==> config.mk <==
export PLATFORM = sky130hd
export DESIGN_NAME = flr_top
export DESIGN_NICKNAME = d
export VERILOG_FILES = /design/src/logic/flr_op_timer.v /design/src/logic/flr_top.v
export VERILOG_INCLUDE_DIRS = /design/src /design/src/logic
export SDC_FILE = /design/constraint.sdc
export NUM_CORES = 1
export LEC_CHECK = 0
export ABC_AREA = 1
export BUFFER_PORTS_ARGS = -buffer_cell sky130_fd_sc_hd__buf_2
export CAP_MARGIN = 20
export CORE_MARGIN = 3
export CORE_UTILIZATION = 56
export CTS_BUF_LIST = sky130_fd_sc_hd__clkbuf_2 sky130_fd_sc_hd__clkbuf_4 sky130_fd_sc_hd__clkbuf_8
export DETAILED_ROUTE_END_ITERATION = 6
export PLACE_DENSITY_LB_ADDON = 0.12
export SYNTH_ARGS = -nofsm -noshare
export SYNTH_HDL_FRONTEND = slang
export SYNTH_SLANG_ARGS = --single-unit
==> constraint.sdc <==
create_clock -name pclk -period 2.2 [get_ports pclk]
set_input_delay 0.44 -clock pclk [delete_from_list [all_inputs] [get_ports pclk]]
set_output_delay 0.44 -clock pclk [all_outputs]
set_load 0.005 [all_outputs]
==> src/logic/flr_regs.vh <==
// Purpose: shared constants of the fuse, lock and signature read-back unit
// Assumes: 100 MHz pclk, APB byte addresses, one register per aligned word
// Notes:   definitions only
`ifndef FLR_REGS_VH
`define FLR_REGS_VH

// ****************************************
// register byte offsets
// ****************************************
`define FLR_OFS_CTRL      8'h00
`define FLR_OFS_PTR       8'h04
`define FLR_OFS_LOAD      8'h08
`define FLR_OFS_STORE     8'h0C
`define FLR_OFS_RESULT    8'h10
`define FLR_OFS_STATUS    8'h14

// ****************************************
// control register fields
// ****************************************
`define FLR_B_SPEN        0
`define FLR_B_ERASE       1
`define FLR_B_WRITE       2
`define FLR_B_LFSEL       3
`define FLR_B_RWWRE       4
`define FLR_B_SIGSEL      5
`define FLR_B_RWWBUSY     6
`define FLR_CTRL_RST      8'h00

// ****************************************
// pointer codes
// ****************************************
`define FLR_PTR_FUSE_LOW  16'h0000
`define FLR_PTR_LOCK      16'h0001
`define FLR_PTR_FUSE_EXT  16'h0002
`define FLR_PTR_FUSE_HIGH 16'h0003
`define FLR_PTR_SIG1      16'h0000
`define FLR_PTR_CAL       16'h0001
`define FLR_PTR_SIG2      16'h0002
`define FLR_PTR_SIG3      16'h0004

// ****************************************
// field masks and fill values
// ****************************************
`define FLR_LOCK_FILL     8'hC0
`define FLR_EXT_FILL      8'hF8
`define FLR_BLANK         8'hFF
`define FLR_LOCK_RST      6'h3F

// ****************************************
// timing
// ****************************************
`define FLR_LOAD_WIN      3'h3
`define FLR_STORE_WIN     3'h4
`define FLR_CLK_NS        10
`define FLR_WR_MIN_NS     3700000
`define FLR_WR_MAX_NS     4500000
`define FLR_WR_CYCLES     ((`FLR_WR_MIN_NS + `FLR_CLK_NS - 1) / `FLR_CLK_NS)

`endif

==> src/logic/flr_op_timer.v <==
// Purpose: times one flash write, erase or lock-bit write
// Assumes: pclk is the calibrated oscillator clock
// Notes:   runs on power-on reset only so a system reset cannot cut a write short
`timescale 1ns/100ps
`include "flr_regs.vh"

module flr_op_timer #(
    parameter CYCLES = `FLR_WR_CYCLES
) (
    input  wire        pclk,
    input  wire        por_n,
    input  wire        start,
    output reg         busy,
    output reg         done
);

    reg  [19:0] count;

    // ****************************************
    // count down; done pulses in the first cycle after busy drops
    // ****************************************
    always @(posedge pclk or negedge por_n) begin
        if (!por_n) begin
            busy  <= 1'b0;
            done  <= 1'b0;
            count <= 20'h00000;
        end else begin
            done <= 1'b0;
            if (start && !busy) begin
                busy  <= 1'b1;
                count <= CYCLES[19:0] - 20'h00001;
            end else if (busy) begin
                if (count == 20'h00000) begin
                    busy <= 1'b0;
                    done <= 1'b1;
                end else begin
                    count <= count - 20'h00001;
                end
            end
        end
    end

endmodule // flr_op_timer

==> src/logic/flr_top.v <==
// Purpose: self-programming control, fuse/lock/signature read-back over APB
// Assumes: eeprom_write_busy and flash_rdata come from logic on pclk
// Notes:   loads and stores of the core arrive as writes to LOAD and STORE
`timescale 1ns/100ps
`include "flr_regs.vh"

// How it works
// flash programming commands are ignored while the EEPROM is being written.
// fuse and lock read-back is refused while the EEPROM is being written.
// software should poll EEPROM busy before writing the control register.
// pointer 1 with lockfuse select and enable returns lock bits in bits 5..0.
// read selects self-clear after read, no load in 3 or no store in 4.
// with selects clear, a load returns ordinary flash contents.
// pointer 0 with lockfuse select returns the full fuse low byte.
// pointer 3 with lockfuse select returns the full fuse high byte.
// pointer 2 with lockfuse select returns extended fuse in bits 2..0.
// programmed cells read as zero, unprogrammed as one.
// signature select and enable then a timely load return the signature byte.
// signature select self-clears after the read or with no load in 3 cycles.
// identification bytes one to three sit at pointer 0, 2 and 4.
// pointer 1 in the signature row returns the oscillator calibration byte.
// a flash write in progress completes through a system reset.
// erase, page write and lock write last between 3.7 and 4.5 ms.
// software polls the enable bit clear before the next command.
// read-while-write section unreadable while busy until re-enable command.
// software masks interrupts around the timed control write.
// undefined upper bits of lock and extended fuse bytes read as one.
module flr_top #(
    parameter        WR_CYCLES    = `FLR_WR_CYCLES,
    parameter [15:0] RWW_END      = 16'hDFFF,
    parameter [7:0]  FUSE_LOW     = 8'h62,
    parameter [7:0]  FUSE_HIGH    = 8'h99,
    parameter [2:0]  FUSE_EXT     = 3'h7,
    parameter [7:0]  SIG_BYTE1    = 8'h5A, // arbitrary value
    parameter [7:0]  SIG_BYTE2    = 8'hA5, // arbitrary value
    parameter [7:0]  SIG_BYTE3    = 8'h3C, // arbitrary value
    parameter [7:0]  CAL_BYTE     = 8'h80
) (
    input  wire        pclk,
    input  wire        presetn,
    input  wire        por_n,
    input  wire        psel,
    input  wire        penable,
    input  wire        pwrite,
    input  wire [7:0]  paddr,
    input  wire [31:0] pwdata,
    output reg  [31:0] prdata,
    output reg         pready,
    output reg         pslverr,
    input  wire        eeprom_write_busy,
    input  wire [7:0]  flash_rdata,
    output wire [15:0] flash_addr,
    output reg         flash_erase_start,
    output reg         flash_write_start,
    output reg  [15:0] flash_page_addr,
    output wire        flash_busy,
    output reg  [5:0]  lock_bits
);

    // ****************************************
    // declarations
    // ****************************************
    reg  [7:0]  ctrl;
    reg  [15:0] ptr;
    reg  [8:0]  result;
    reg  [2:0]  win_cnt;
    reg  [1:0]  op_kind;
    reg  [5:0]  lock_new;
    reg         rww_busy;
    reg  [7:0]  next_data;
    reg         next_cfg;
    wire        acc;
    wire        wr;
    wire        rd;
    wire        hit;
    wire        op_start;
    wire        op_busy;
    wire        op_done;
    wire        armed;
    wire        do_load;
    wire        do_store;
    wire        cfg_read;
    wire        win_limit;

    localparam [1:0] OP_ERASE = 2'h0;
    localparam [1:0] OP_WRITE = 2'h1;
    localparam [1:0] OP_LOCK  = 2'h2;

    // ****************************************
    // APB slave: one wait state, registered answer
    // ****************************************
    assign acc = psel && penable && pready;
    assign wr  = acc && pwrite;
    assign rd  = acc && !pwrite;
    assign hit = (paddr == `FLR_OFS_CTRL)  || (paddr == `FLR_OFS_PTR)
              || (paddr == `FLR_OFS_LOAD)  || (paddr == `FLR_OFS_STORE)
              || (paddr == `FLR_OFS_RESULT)|| (paddr == `FLR_OFS_STATUS);

    // ready rises in the second access cycle and drops after it
    always @(posedge pclk or negedge presetn) begin
        if (!presetn) begin
            pready  <= 1'b0;
            pslverr <= 1'b0;
            prdata  <= 32'h00000000;
        end else begin
            pready  <= psel && penable && !pready;
            pslverr <= psel && penable && !pready && !hit;
            if (psel && penable && !pready && !pwrite) begin
                case (paddr)
                    `FLR_OFS_CTRL:   prdata <= {24'h000000, ctrl[7], rww_busy, ctrl[5:0]};
                    `FLR_OFS_PTR:    prdata <= {16'h0000, ptr};
                    `FLR_OFS_RESULT: prdata <= {23'h000000, result};
                    `FLR_OFS_STATUS: prdata <= {24'h000000, 2'h0, lock_bits};
                    default:         prdata <= 32'h00000000;
                endcase
            end
        end
    end

    // ****************************************
    // core instruction decode
    // ****************************************
    // a command is live while enable is set and no timed write is running
    assign armed     = ctrl[`FLR_B_SPEN] && !op_busy;
    assign do_load   = wr && (paddr == `FLR_OFS_LOAD);
    assign do_store  = wr && (paddr == `FLR_OFS_STORE) && armed
                    && (win_cnt < `FLR_STORE_WIN);
    assign cfg_read  = armed && (ctrl[`FLR_B_LFSEL] || ctrl[`FLR_B_SIGSEL])
                    && (win_cnt < `FLR_LOAD_WIN)
                    && !eeprom_write_busy;
    // signature select has no store use, so its window ends at three
    assign win_limit = ctrl[`FLR_B_SIGSEL] ? (win_cnt + 3'h1 == `FLR_LOAD_WIN)
                                           : (win_cnt + 3'h1 == `FLR_STORE_WIN);
    assign op_start  = do_store && !ctrl[`FLR_B_SIGSEL]
                    && (ctrl[`FLR_B_ERASE] || ctrl[`FLR_B_WRITE] || ctrl[`FLR_B_LFSEL]);
    assign flash_addr = ptr;

    // ****************************************
    // load data select
    // ****************************************
    always @* begin
        next_cfg  = 1'b0;
        next_data = flash_rdata;
        if (cfg_read && ctrl[`FLR_B_SIGSEL]) begin
            next_cfg = 1'b1;
            case (ptr)
                `FLR_PTR_SIG1: next_data = SIG_BYTE1;
                `FLR_PTR_CAL:  next_data = CAL_BYTE;
                `FLR_PTR_SIG2: next_data = SIG_BYTE2;
                `FLR_PTR_SIG3: next_data = SIG_BYTE3;
                default:       next_data = `FLR_BLANK;
            endcase
        end else if (cfg_read) begin
            next_cfg = 1'b1;
            // stored values are already zero for programmed cells
            // undefined upper bits are filled with ones
            case (ptr)
                `FLR_PTR_LOCK:      next_data = `FLR_LOCK_FILL | {2'h0, lock_bits};
                `FLR_PTR_FUSE_LOW:  next_data = FUSE_LOW;
                `FLR_PTR_FUSE_HIGH: next_data = FUSE_HIGH;
                `FLR_PTR_FUSE_EXT:  next_data = `FLR_EXT_FILL | {5'h00, FUSE_EXT};
                default:            next_data = `FLR_BLANK;
            endcase
        end else if (rww_busy && (ptr <= RWW_END)) begin
            next_data = `FLR_BLANK;
        end
    end

    // ****************************************
    // control register, window counter, pointer
    // ****************************************
    always @(posedge pclk or negedge presetn) begin
        if (!presetn) begin
            ctrl    <= `FLR_CTRL_RST;
            ptr     <= 16'h0000;
            result  <= 9'h000;
            win_cnt <= 3'h0;
        end else begin
            if (wr && (paddr == `FLR_OFS_PTR)) begin
                ptr <= pwdata[15:0];
            end
            if (do_load) begin
                result <= {next_cfg, next_data};
            end
            if (wr && (paddr == `FLR_OFS_CTRL)) begin
                // the whole write is dropped during an EEPROM write
                if (!eeprom_write_busy && !op_busy && !ctrl[`FLR_B_SPEN]) begin
                    ctrl    <= {2'h0, pwdata[5:0]};
                    win_cnt <= 3'h0;
                end
            end else if (op_busy) begin
                // enable stays set while the write runs
                ctrl <= ctrl;
            end else if (ctrl[`FLR_B_SPEN] && op_done) begin
                ctrl <= `FLR_CTRL_RST;
            end else if (armed) begin
                if (do_load && (ctrl[`FLR_B_LFSEL] || ctrl[`FLR_B_SIGSEL])) begin
                    ctrl <= `FLR_CTRL_RST;
                end else if (do_store && !op_start) begin
                    ctrl <= `FLR_CTRL_RST;
                end else if (op_start) begin
                    ctrl <= ctrl;
                end else if (win_limit) begin
                    ctrl <= `FLR_CTRL_RST;
                end else begin
                    win_cnt <= win_cnt + 3'h1;
                end
            end
        end
    end

    // ****************************************
    // flash write supervision on power-on reset
    // ****************************************
    // a system reset must not abandon a running write
    always @(posedge pclk or negedge por_n) begin
        if (!por_n) begin
            op_kind           <= OP_ERASE;
            lock_new          <= `FLR_LOCK_RST;
            rww_busy          <= 1'b0;
            lock_bits         <= `FLR_LOCK_RST;
            flash_erase_start <= 1'b0;
            flash_write_start <= 1'b0;
            flash_page_addr   <= 16'h0000;
        end else begin
            flash_erase_start <= 1'b0;
            flash_write_start <= 1'b0;
            if (op_start) begin
                flash_page_addr <= ptr;
                lock_new        <= pwdata[5:0];
                if (ctrl[`FLR_B_LFSEL]) begin
                    op_kind <= OP_LOCK;                            // whole flash stays readable
                end else if (ctrl[`FLR_B_ERASE]) begin
                    op_kind           <= OP_ERASE;
                    flash_erase_start <= 1'b1;
                    rww_busy          <= 1'b1;
                end else begin
                    op_kind           <= OP_WRITE;
                    flash_write_start <= 1'b1;
                    rww_busy          <= 1'b1;
                end
            end else if (do_store && ctrl[`FLR_B_RWWRE] && !op_busy) begin
                rww_busy <= 1'b0;
            end
            if (op_done && (op_kind == OP_LOCK)) begin
                lock_bits <= lock_bits & lock_new;                 // programming only clears
            end
        end
    end

    // ****************************************
    // write timer
    // ****************************************
    flr_op_timer #(
        .CYCLES (WR_CYCLES)
    ) u_timer (
        .pclk  (pclk),
        .por_n (por_n),
        .start (op_start),
        .busy  (op_busy),
        .done  (op_done)
    );

    assign flash_busy = op_busy;

endmodule // flr_top

==> summary.txt, run 1 <==
Synth
  – Main combinational cell family by area after synthesis: simple AND/OR/NAND/NOR gates
  – Cells after Synth: 729
  – Synth Area per Inst: 7.67 um^2
  – Seq/Total Area, Yosys: 0.481
  – Yosys reg bits: 107
  – Post-synthesis mux area share: 0
  – Cell area after synthesis: 5590 um^2
  – Post-Synth Simple-Gate Area: 0.323
  – Adder-Cell Fraction of Synth Area: 0.00447
  – Synth Area in XOR/XNOR: 0.00783
  – Distinct cell type count after synthesis: 38
  – Synth Area in Compound Gates: 0.0915
  – Ys Warns: 0

Clock network
  – # hold bufs at CTS: 1
  – H-tree Lvls: 3
  – Clock latency at the later pin of the worst-skew pair: 390 ps
  – Setup Fix Bufs, Post-CTS: 0
  – Post-cts resize count: 0
  – Reg clk slew, reported paths: 110 ps
  – Maximum root-to-sink buffer count: 2
  – CTS tree: done
  – Sink Count: roughly 110
  – Total CTS buffers: 9
  – Clock root buffer: clkbuf_8

STA
  – Worst slew pin tran: 584 ps
  – Hold Vio Cnt, Final: 0
  – # setup viols final: 0
  – Slew Viols, Final: 0
  – Setup TNS: 0 ps
  – Clock skew: between 15 and 20 ps
  – Period utilization: 0.844
  – Time the worst path needs with I/O delays and setup: 1860 ps
  – Highest clock rate: ~540 MHz
  – RSZ-0062 raised after global routing: false
  – Max_slew headroom: 0.610

Worst setup path
  – Worst r2r path cells: 10
  – Crit path from: u_timer.busy$_DFF_PN0_
  – Crit Reg-Reg Endpoint: u_timer.count[2]$_DFFE_PN0P_
  – Critical path class: reg2reg
  – Worst setup SP type: register
  – Worst EP required: 2480 ps
  – Element type at the critical path end: register
  – Reg-to-Reg Start: u_timer.busy$_DFF_PN0_
  – Crit path max fanout: 12
  – Crit path DAT: between 2000 and 2500 ps
  – FF-to-FF setup slack: 340 ps

Route
  – DRC viols: 0
  – Initial DRC Count: 257
  – Antenna Violating Nets Remaining: 0
  – Pre-Repair DR Iteration Count: 5
  – Via density: 5.22
  – Final wirelength: around 14 mm
  – Vias: 5075
  – Wire per inst: between 10 and 15 um

Floorplanning
  – Die W: roughly 110 um
  – Ports: between 100 and 150
  – DIE HEIGHT: 106 um
  – Initial Util: 0.591
  – Core Area: 9460 um^2
  – DIE AREA: roughly 11000 um^2
  – Row cnt: 35

Place
  – Placed Instance Area: 6220 um^2
  – IO Port Bufs: 97
  – RD Place Congestion: between 0.9 and 1
  – Final HPWL DP: 11.2 mm

Cells and area
  – Share of cells above drive strength 1: 0.214
  – Design Area, Final: 6440 um^2
  – Antenna diode count: 0
  – Commonest non-fill, non-tap cells in the layout: nand2_1 (232), buf_2 (97), dfrtp_1 (95)
  – Nets: 895
  – Filler cells: 839
  – Commonest non-fill, non-tap cell in the layout: nand2_1
  – Area growth, synth to finish: 15.1%

Outcome
  – Status: completed

Global routing
  – Largest net degree at the start of global routing: 39
  – Initial antenna violation count: 0
  – First-pass GRT wire length: 24.2 mm
  – Grt total ovfl: 0
  – GRT Util Overall: 0.271
  – Vias in the first global route: 4888

Flow run
  – Max Cap Violations: 0

Power
  – Worst IR drop on VDD: 527 uV
  – Power per cell area: 523 nW/um^2
  – Leak Pwr: roughly 3.4 nW

Worst hold path
  – Hold Crit Class: in2async
==> registers in the layout (all words and copies together), names as in the netlist, 2 cells and up <==
| register | count |
|---|---|
| op_kind | 2 |
| ctrl | 6 |
| flash_addr | 16 |
| result | 9 |
| prdata | 16 |
| flash_page_addr | 16 |
| lock_bits | 6 |
| win_cnt | 3 |
| lock_new | 6 |
| u_timer.count | 20 |
==> how the worst max path moves through the flow <==
stage                                    endpoint  slack [ps]  depth (start not counted)
detailed placement   u_timer.count[2]$_DFFE_PN0P_         240                          9
floorplan           u_timer.count[15]$_DFFE_PN0P_         620                         10
finish               u_timer.count[2]$_DFFE_PN0P_         340                         10
global placement     u_timer.count[2]$_DFFE_PN0P_         280                          9
CTS                  u_timer.count[2]$_DFFE_PN0P_         340                         10
global route         u_timer.count[3]$_DFFE_PN0P_         110                         10
==> metrics by stage <==
step | std cells | setup WS (ps) | total power, mW | hold WS (ps) | util
floorplan | 744 | 620 | 2.09 | 144 | -
global placement | 955 | 284 | 2.17 | 409 | 0.657
detailed placement | 955 | 245 | 2.17 | 414 | 0.657
CTS | 972 | 339 | 3.39 | 35.7 | 0.680
global route | 972 | 113 | 3.49 | 49.1 | 0.680
finish | 972 | 343 | 3.36 | 32.9 | 0.680
==> report_power, final <==
| group | switching, mW | internal [mW] | total, mW | leakage, nW |
|---|---|---|---|---|
| Clock | 0.774 | 0.457 | 1.23 | 0.104 |
| Sequential | 0.00336 | 1.97 | 1.98 | 1.35 |
| Combinational | 0.106 | 0.0525 | 0.158 | 1.94 |
==> final cells by class <==
| cell class | count | area, um^2 | area share |
|---|---|---|---|
| sequential | 107 | 2690 | 0.418 |
| multi-input combinational | 523 | 2450 | 0.380 |
| timing repair buffer | 111 | 606 | 0.0941 |
| inverter | 86 | 323 | 0.0502 |
| tap | 129 | 161 | 0.0251 |
| clock buffer | 9 | 124 | 0.0192 |
| clock inverter | 7 | 83.8 | 0.0130 |
==> worst max-delay path, cell delays in order (launching register included) <==
cell,delay [ps]
dfrtp_1,470
inv_2,140
nand2_2,70
inv_2,110
nand2_8,80
nor2_4,130
nand3_4,160
nand2_2,250
inv_1,100
o21ai_0,150
nand2_1,70
==> cell families after synthesis <==
kind of cell    after synthesis
compound gates               98
simple gates                402
xor+xnor                      5
fa+ha+maj                     2
other cells                   1
flops                       107
buf+inv                     114
==> metal layers <==
layer,wire [um],up-vias,global-route usage,part of all wire
li1,-,2492,-,-
met1,6210,2391,0.358,0.43
met2,7180,162,0.459,0.50
met3,784,30,0.0455,0.054
met4,318,0,0.0833,0.022
met5,0,-,0,0
==> synth_stat cells, drive strengths merged <==
cell | count | area [um^2]
nand3b | 1 | 7.51
or2 | 2 | 12.5
nand2 | 242 | 957
ha | 2 | 25.0
xnor2 | 1 | 8.76
xor2 | 4 | 35.0
o21ai | 63 | 315
o211ai | 4 | 30.0
nand4 | 15 | 93.8
o31a | 2 | 17.5
nor3b | 1 | 7.51
and2 | 1 | 6.26
dfrtp | 95 | 2380
nor3 | 12 | 76.3
buf | 26 | 181
a311oi | 1 | 8.76
a21oi | 28 | 140
inv | 86 | 323
conb | 1 | 3.75
nor2 | 87 | 412
dfstp | 12 | 315
clkbuf | 2 | 7.51
nand3 | 41 | 233
(Power assumes the default switching activity.)
==> inputs of run 2 (changes only) <==
clock period = 1.8 ns   (was 2.2 ns; I/O delays follow)
==> run 2 against run 1 <==
  * Register-to-register slack got worse by 220 ps
  * Routed wire length decreased by 2.0%
  * Sequential share of layout area decreased by 0.90 points
  * Flip-flop and latch count unchanged
  * Setup slack got worse by 220 ps
  * Cell count increased by 1.5%
  * Non-clock buffer count increased by 15
  * Total power increased by 20%
  * Critical path depth increased by 2
  * Sequential power increased by 22%
==> summary.txt, run 2 (synthesis gave the netlist of run 1 again) <==
Global routing
  – Grt total ovfl: 0 (unchanged)
  – Initial antenna violation count: 0 (unchanged)
  – Largest net degree at the start of global routing: 53 (+36%)
  – Vias in the first global route: 4785 (-2.1%)
  – First-pass GRT wire length: 23.7 mm (-2.1%)
  – GRT Util Overall: 0.265 (-0.00612)

Clock network
  – CTS tree: done
  – Total CTS buffers: 9 (unchanged)
  – Maximum root-to-sink buffer count: 2 (unchanged)
  – Clock latency at the later pin of the worst-skew pair: 380 ps (about the same)
  – Sink Count: 107 (unchanged)
  – H-tree Lvls: 3 (unchanged)
  – Reg clk slew, reported paths: 110 ps (about the same)
  – Clock root buffer: clkbuf_8

Cells and area
  – Antenna diode count: 0 (unchanged)
  – Max reg flops: 20 (unchanged)
  – Nets: 910 (+1.7%)
  – Share of cells above drive strength 1: 0.237 (+0.0231)
  – Area growth, synth to finish: 17.6%
  – Filler cells: 848 (+1.1%)
  – Design Area, Final: 6580 um^2 (+2.3%)
  – Post-Layout Cell Count: 987 (+1.5%)
  – Commonest non-fill, non-tap cells in the layout: nand2_1 (230), buf_2 (97), dfrtp_1 (94)
  – Biggest register: u_timer.count
  – Commonest non-fill, non-tap cell in the layout: nand2_1

STA
  – Clock skew: 12.2 ps (-5.38 ps)
  – Period utilization: 0.931 (+0.0875)
  – Hold_ws: 193 ps (+160 ps)
  – # setup viols final: 0 (unchanged)
  – Time the worst path needs with I/O delays and setup: 1680 ps (-180 ps)
  – Highest clock rate: 597 MHz (+11%)
  – Slew Viols, Final: 0 (unchanged)
  – Hold Vio Cnt, Final: 0 (unchanged)
  – Setup TNS: 0 ps (unchanged)

Place
  – RD Place Congestion: 0.890 (-4.9%)
  – Final HPWL DP: 11.0 mm (-1.2%)
  – IO Port Bufs: 97 (unchanged)
  – Placed Instance Area: 6330 um^2 (+1.8%)
  – Dpl cells: 968 (+1.4%)

Worst setup path
  – Critical path class: reg2reg
  – Crit path DAT: 1960 ps (-180 ps)
  – Element type at the critical path end: register
  – Worst EP required: 2080 ps (-400 ps)
  – Crit path from: u_timer.busy$_DFF_PN0_
  – Crit path max fanout: 7 (-5)
  – Reg-to-Reg Start: u_timer.busy$_DFF_PN0_
  – Worst setup SP type: register

Floorplanning
  – Die W: 106 um (unchanged)
  – DIE HEIGHT: 106 um (unchanged)
  – Ports: 130 (unchanged)
  – Core Area: 9460 um^2 (unchanged)
  – DIE AREA: 11200 um^2 (unchanged)
  – Row cnt: 35 (unchanged)
  – Initial Util: 0.591 (unchanged)

Route
  – Final wirelength: 14.2 mm (-2.0%)
  – DRC viols: 0 (unchanged)
  – Via density: 5.14 (-1.5%)
  – Pre-Repair DR Iteration Count: 5 (unchanged)
  – Wire per inst: 14.4 um (-3.4%)
  – Initial DRC Count: 329 (+28%)
  – Vias: 5075 (unchanged)
  – Antenna Violating Nets Remaining: 0 (unchanged)

Flow run
  – Max Cap Violations: 0 (unchanged)

Power
  – Leak Pwr: 3.46 nW (+2.2%)
  – Clock power share: 0.353 (-0.013)
  – Switching part of the total: 0.250 (-0.0126)
  – Power per cell area: 613 nW/um^2 (+17%)
  – Psw: 1.01 mW (+14%)
  – Part of the power in registers: 0.598 (+0.011)
  – Worst IR drop on VDD: 652 uV (+24%)
  – Int Pwr: 3.03 mW (+22%)
  – Overall power: 4.04 mW (+20%)
  – Comb pwr share: 0.050 (+0.003)

Outcome
  – Status: completed

Worst hold path
  – Hold path start: pwdata[1]
  – Hold Crit Class: in2reg
-- run 2: cell count changes in the layout (fill, tap and decap cells not counted), moves of 2 or more --
cell / delta
buf_4: +13
nor2_1: -4
clkinv_8: -3
nor2_2: +3
inv_6: -2
inv_8: +2
nand2_1: -2
-- run 2: timing repair --
action | 4_1_cts | 5_1_grt
hold buffers | 2 | 0
setup endpoints to repair | 0 | 15
resized for setup | 0 | 12
endpoints found under the hold margin | 68 | 0
setup buffers | 0 | 1
-- run 2: final cells by class --
cell class              instances  area (um^2)  share of cell area
clock buffers                  10          131              0.0200
clock inverters                 6         53.8             0.00817
inverters                      86          325              0.0494
multi-input cells             523         2480               0.377
flip-flops and latches        107         2690               0.409
well taps                     129          161              0.0245
repair buffers                126          733               0.111
-- run 2: final timing paths --
kind,to,slack (ps),depth (start not counted)
max,ctrl[3]$_DFFE_PN0P_,120,12
min,ctrl[1]$_DFFE_PN0P_,190,3
max reg2reg,ctrl[3]$_DFFE_PN0P_,120,12
min reg2reg,lock_bits[2]$_DFFE_PN1P_,480,2
max in group asynchronous,u_timer.count[14]$_DFFE_PN0P_,710,3
min in group asynchronous,flash_page_addr[5]$_DFFE_PN0P_,460,2
-- run 2: layer usage --
| metal | vias up | GRT usage | wire length, um |
|---|---|---|---|
| met1 | 2365 | 0.365 | 6240 |
| met2 | 162 | 0.438 | 6930 |
| met4 | 0 | 0.0777 | 242 |
| met3 | 18 | 0.0383 | 802 |
| met5 | - | 0 | 0 |
| li1 | 2530 | - | - |
-- run 2: worst max-delay path, cell delays in order, from the launching register on --
cell,delay (ps)
dfrtp_1,410
inv_2,120
nand2_2,70
inv_2,110
nand2_8,80
nor2_4,120
nand3_4,150
inv_2,180
nand2_1,70
nand2_1,100
nor2_4,60
nand2_1,60
nand2_1,50
-- run 2: through the flow --
stage	worst slack, ps	util
floorplan	220	-
global placement	81.5	0.669
detailed placement	33.6	0.669
CTS	53.4	0.691
global route	-25.3	0.696
finish	124	0.696
-- run 2: power groups by stage --
stage	combinational (mW)	sequential [mW]	clock (mW)
3_5_place_dp	0.200	2.46	0
2_1_floorplan	0.0894	2.46	0
6_report	0.200	2.41	1.42
3_3_place_gp	0.195	2.46	0
4_1_cts	0.204	2.41	1.46
5_1_grt	0.228	2.41	1.55
==> inputs of run 3 (changes only) <==
CORE_ASPECT_RATIO = 0.6   (was not set)
CTS_CLUSTER_SIZE = 10   (was not set)
==> run 3 against run 2 <==
  * Clock-buffer cell count grew 1
  * Design area grew 0.30%
  * Sequential power is essentially flat
  * Routed wire length grew 6.1%
  * Flip-flop and latch count is the same
  * Maximum frequency shrank 1.6%
  * Setup slack lost 27 ps
  * Register-to-register slack lost 30 ps
  * Clock power grew 11%
  * Via count grew 3.3%
  * Clock skew shrank 0.74 ps
  * Cell count grew 0.41%
  * Highest routed layer unchanged
==> summary.txt, run 3 (synthesis gave the netlist of run 1 again) <==
Cells and area
  – Biggest register: u_timer.count
  – Commonest non-fill, non-tap cells in the layout: nand2_1 (230), buf_2 (97), dfrtp_1 (94)
  – Filler cells: 794 (-6.4%)
  – Nets: 913 (+0.33%)
  – Max reg flops: 20 (unchanged)
  – Final core occ: 0.698 (+0.00212)
  – Commonest non-fill, non-tap cell in the layout: nand2_1
  – Post-Layout Cell Count: 991 (+0.41%)
  – Footprint of the multi-input gates: 2460 um^2 (-0.76%)
  – Area growth, synth to finish: 18.0%
  – Antenna diode count: 0 (unchanged)
  – Share of cells above drive strength 1: 0.233 (-0.00315)
  – Reg area: 2690 um^2 (unchanged)

Place
  – Dpl cells: 973 (+0.52%)
  – Final HPWL DP: 11.7 mm (+5.8%)
  – RD Place Congestion: 0.975 (+9.5%)
  – IO Port Bufs: 97 (unchanged)
  – Setup WS pre-CTS: 39.3 ps (+5.71 ps)

Clock network
  – Total CTS buffers: 9 (unchanged)
  – CTS tree: done
  – Maximum root-to-sink buffer count: 2 (unchanged)
  – Clock root buffer: clkbuf_8
  – Sink Count: 107 (unchanged)
  – Clock latency at the later pin of the worst-skew pair: 380 ps (about the same)
  – Reg clk slew, reported paths: 100 ps (about the same)
  – H-tree Lvls: 3 (unchanged)

Worst setup path
  – Element type at the critical path end: register
  – Worst EP required: 2080 ps (about the same)
  – Crit path max fanout: 10 (+3)
  – FF-to-FF setup slack: 100 ps (-30 ps)
  – Crit path DAT: 1980 ps (+20 ps)
  – Critical path class: reg2reg
  – Worst setup SP type: register

Global routing
  – GRT Util Overall: 0.276 (+0.0114)
  – Vias in the first global route: 4784 (-0.021%)
  – Largest net degree at the start of global routing: 41 (-23%)
  – Initial antenna violation count: 0 (unchanged)
  – Grt total ovfl: 0 (unchanged)
  – First-pass GRT wire length: 24.4 mm (+3.3%)

Outcome
  – Status: completed

STA
  – # setup viols final: 0 (unchanged)
  – Hold Vio Cnt, Final: 0 (unchanged)
  – Clock skew: 11.4 ps (-0.735 ps)
  – Slew Viols, Final: 0 (unchanged)
  – RSZ-0062 raised after global routing: true
  – Final worst slack: 96.5 ps (-27.1 ps)
  – Hold_ws: 220 ps (+26.6 ps)
  – Period utilization: 0.946 (+0.0150)
  – Time the worst path needs with I/O delays and setup: 1700 ps (+27.1 ps)
  – Highest clock rate: 587 MHz (-1.6%)

Floorplanning
  – Row cnt: 27 (-23%)
  – Die W: 135 um (+27%)
  – DIE AREA: 11300 um^2 (+0.36%)
  – Initial Util: 0.591 (unchanged)
  – DIE HEIGHT: 83.4 um (-21%)
  – Core Area: 9460 um^2 (unchanged)
  – Ports: 130 (unchanged)

Route
  – Initial DRC Count: 542 (+65%)
  – Wire per inst: 15.2 um (+5.7%)
  – Final wirelength: 15.1 mm (+6.1%)
  – DRC viols: 0 (unchanged)
  – Antenna Violating Nets Remaining: 0 (unchanged)
  – Via density: 5.29 (+2.9%)
  – Pre-Repair DR Iteration Count: 5 (unchanged)
  – Vias: 5244 (+3.3%)

Flow run
  – Max Cap Violations: 0 (unchanged)

Power
  – Worst IR drop on VDD: 414 uV (-37%)
  – Power per cell area: 634 nW/um^2 (+3.3%)
  – Leak Pwr: 3.48 nW (+0.56%)

Worst hold path
  – Hold Crit Class: in2reg
## run 3: final timing paths
path                                         startpoint                            end  depth (start not counted)
max reg2reg                u_timer.count[1]$_DFFE_PN0P_  u_timer.count[12]$_DFFE_PN0P_                         11
max                        u_timer.count[1]$_DFFE_PN0P_  u_timer.count[12]$_DFFE_PN0P_                         11
max in group asynchronous                         por_n        lock_new[3]$_DFFE_PN1P_                          3
min in group asynchronous                       presetn         win_cnt[0]$_DFFE_PN0P_                          2
min                                           pwdata[9]      flash_addr[9]$_DFFE_PN0P_                          3
min reg2reg                     lock_new[3]$_DFFE_PN1P_       lock_bits[3]$_DFFE_PN1P_                          2
## run 3: repair_timing
action | in CTS | in global routing
hold endpoints to repair | 18 | 0
endpoints found under the setup margin | 0 | 25
buffers inserted | 0 | 0
resized for setup | 0 | 7
hold buffers | 2 | 0
## run 3: per-layer routing
| metal | GRT usage | vias to the layer above | routed length [um] | share of wire |
|---|---|---|---|---|
| li1 | - | 2524 | - | - |
| met1 | 0.452 | 2476 | 7550 | 0.50 |
| met2 | 0.352 | 229 | 5800 | 0.38 |
| met3 | 0.0872 | 15 | 1600 | 0.11 |
| met4 | 0.0540 | 0 | 132 | 0.0087 |
| met5 | 0 | - | 0 | 0 |
## run 3: layout make-up
cell class,instances,area share
Multi-Input combinational cell,523,0.373
Inverter,86,0.0489
Tap cell,130,0.0246
Clock buffer,11,0.0229
Timing Repair Buffer,129,0.113
Sequential cell,107,0.408
Clock inverter,5,0.00910
## run 3: worst max-delay path, cell delays in order (launching register included)
cell	delay (ps)
dfrtp_1	410
inv_1	60
ha_1	190
nand2_1	110
nor2_4	170
nand3_2	130
nand2_4	130
inv_2	100
nand2_1	100
o21ai_0	80
o21ai_0	70
inv_1	50
## run 3: stage by stage
step / power, mW / TNS [ps] / area, um^2
floorplan: 2.55 / 0 / 5650
global placement: 2.65 / 0 / 6350
detailed placement: 2.66 / 0 / 6350
CTS: 4.21 / 0 / 6580
global route: 4.34 / -133 / 6600
finish: 4.18 / 0 / 6600
## run 3: where the power goes
part	internal, mW	switching [mW]	total, mW
Combinational	0.0668	0.135	0.201
Sequential	2.41	0.00385	2.41
Clock	0.725	0.843	1.57
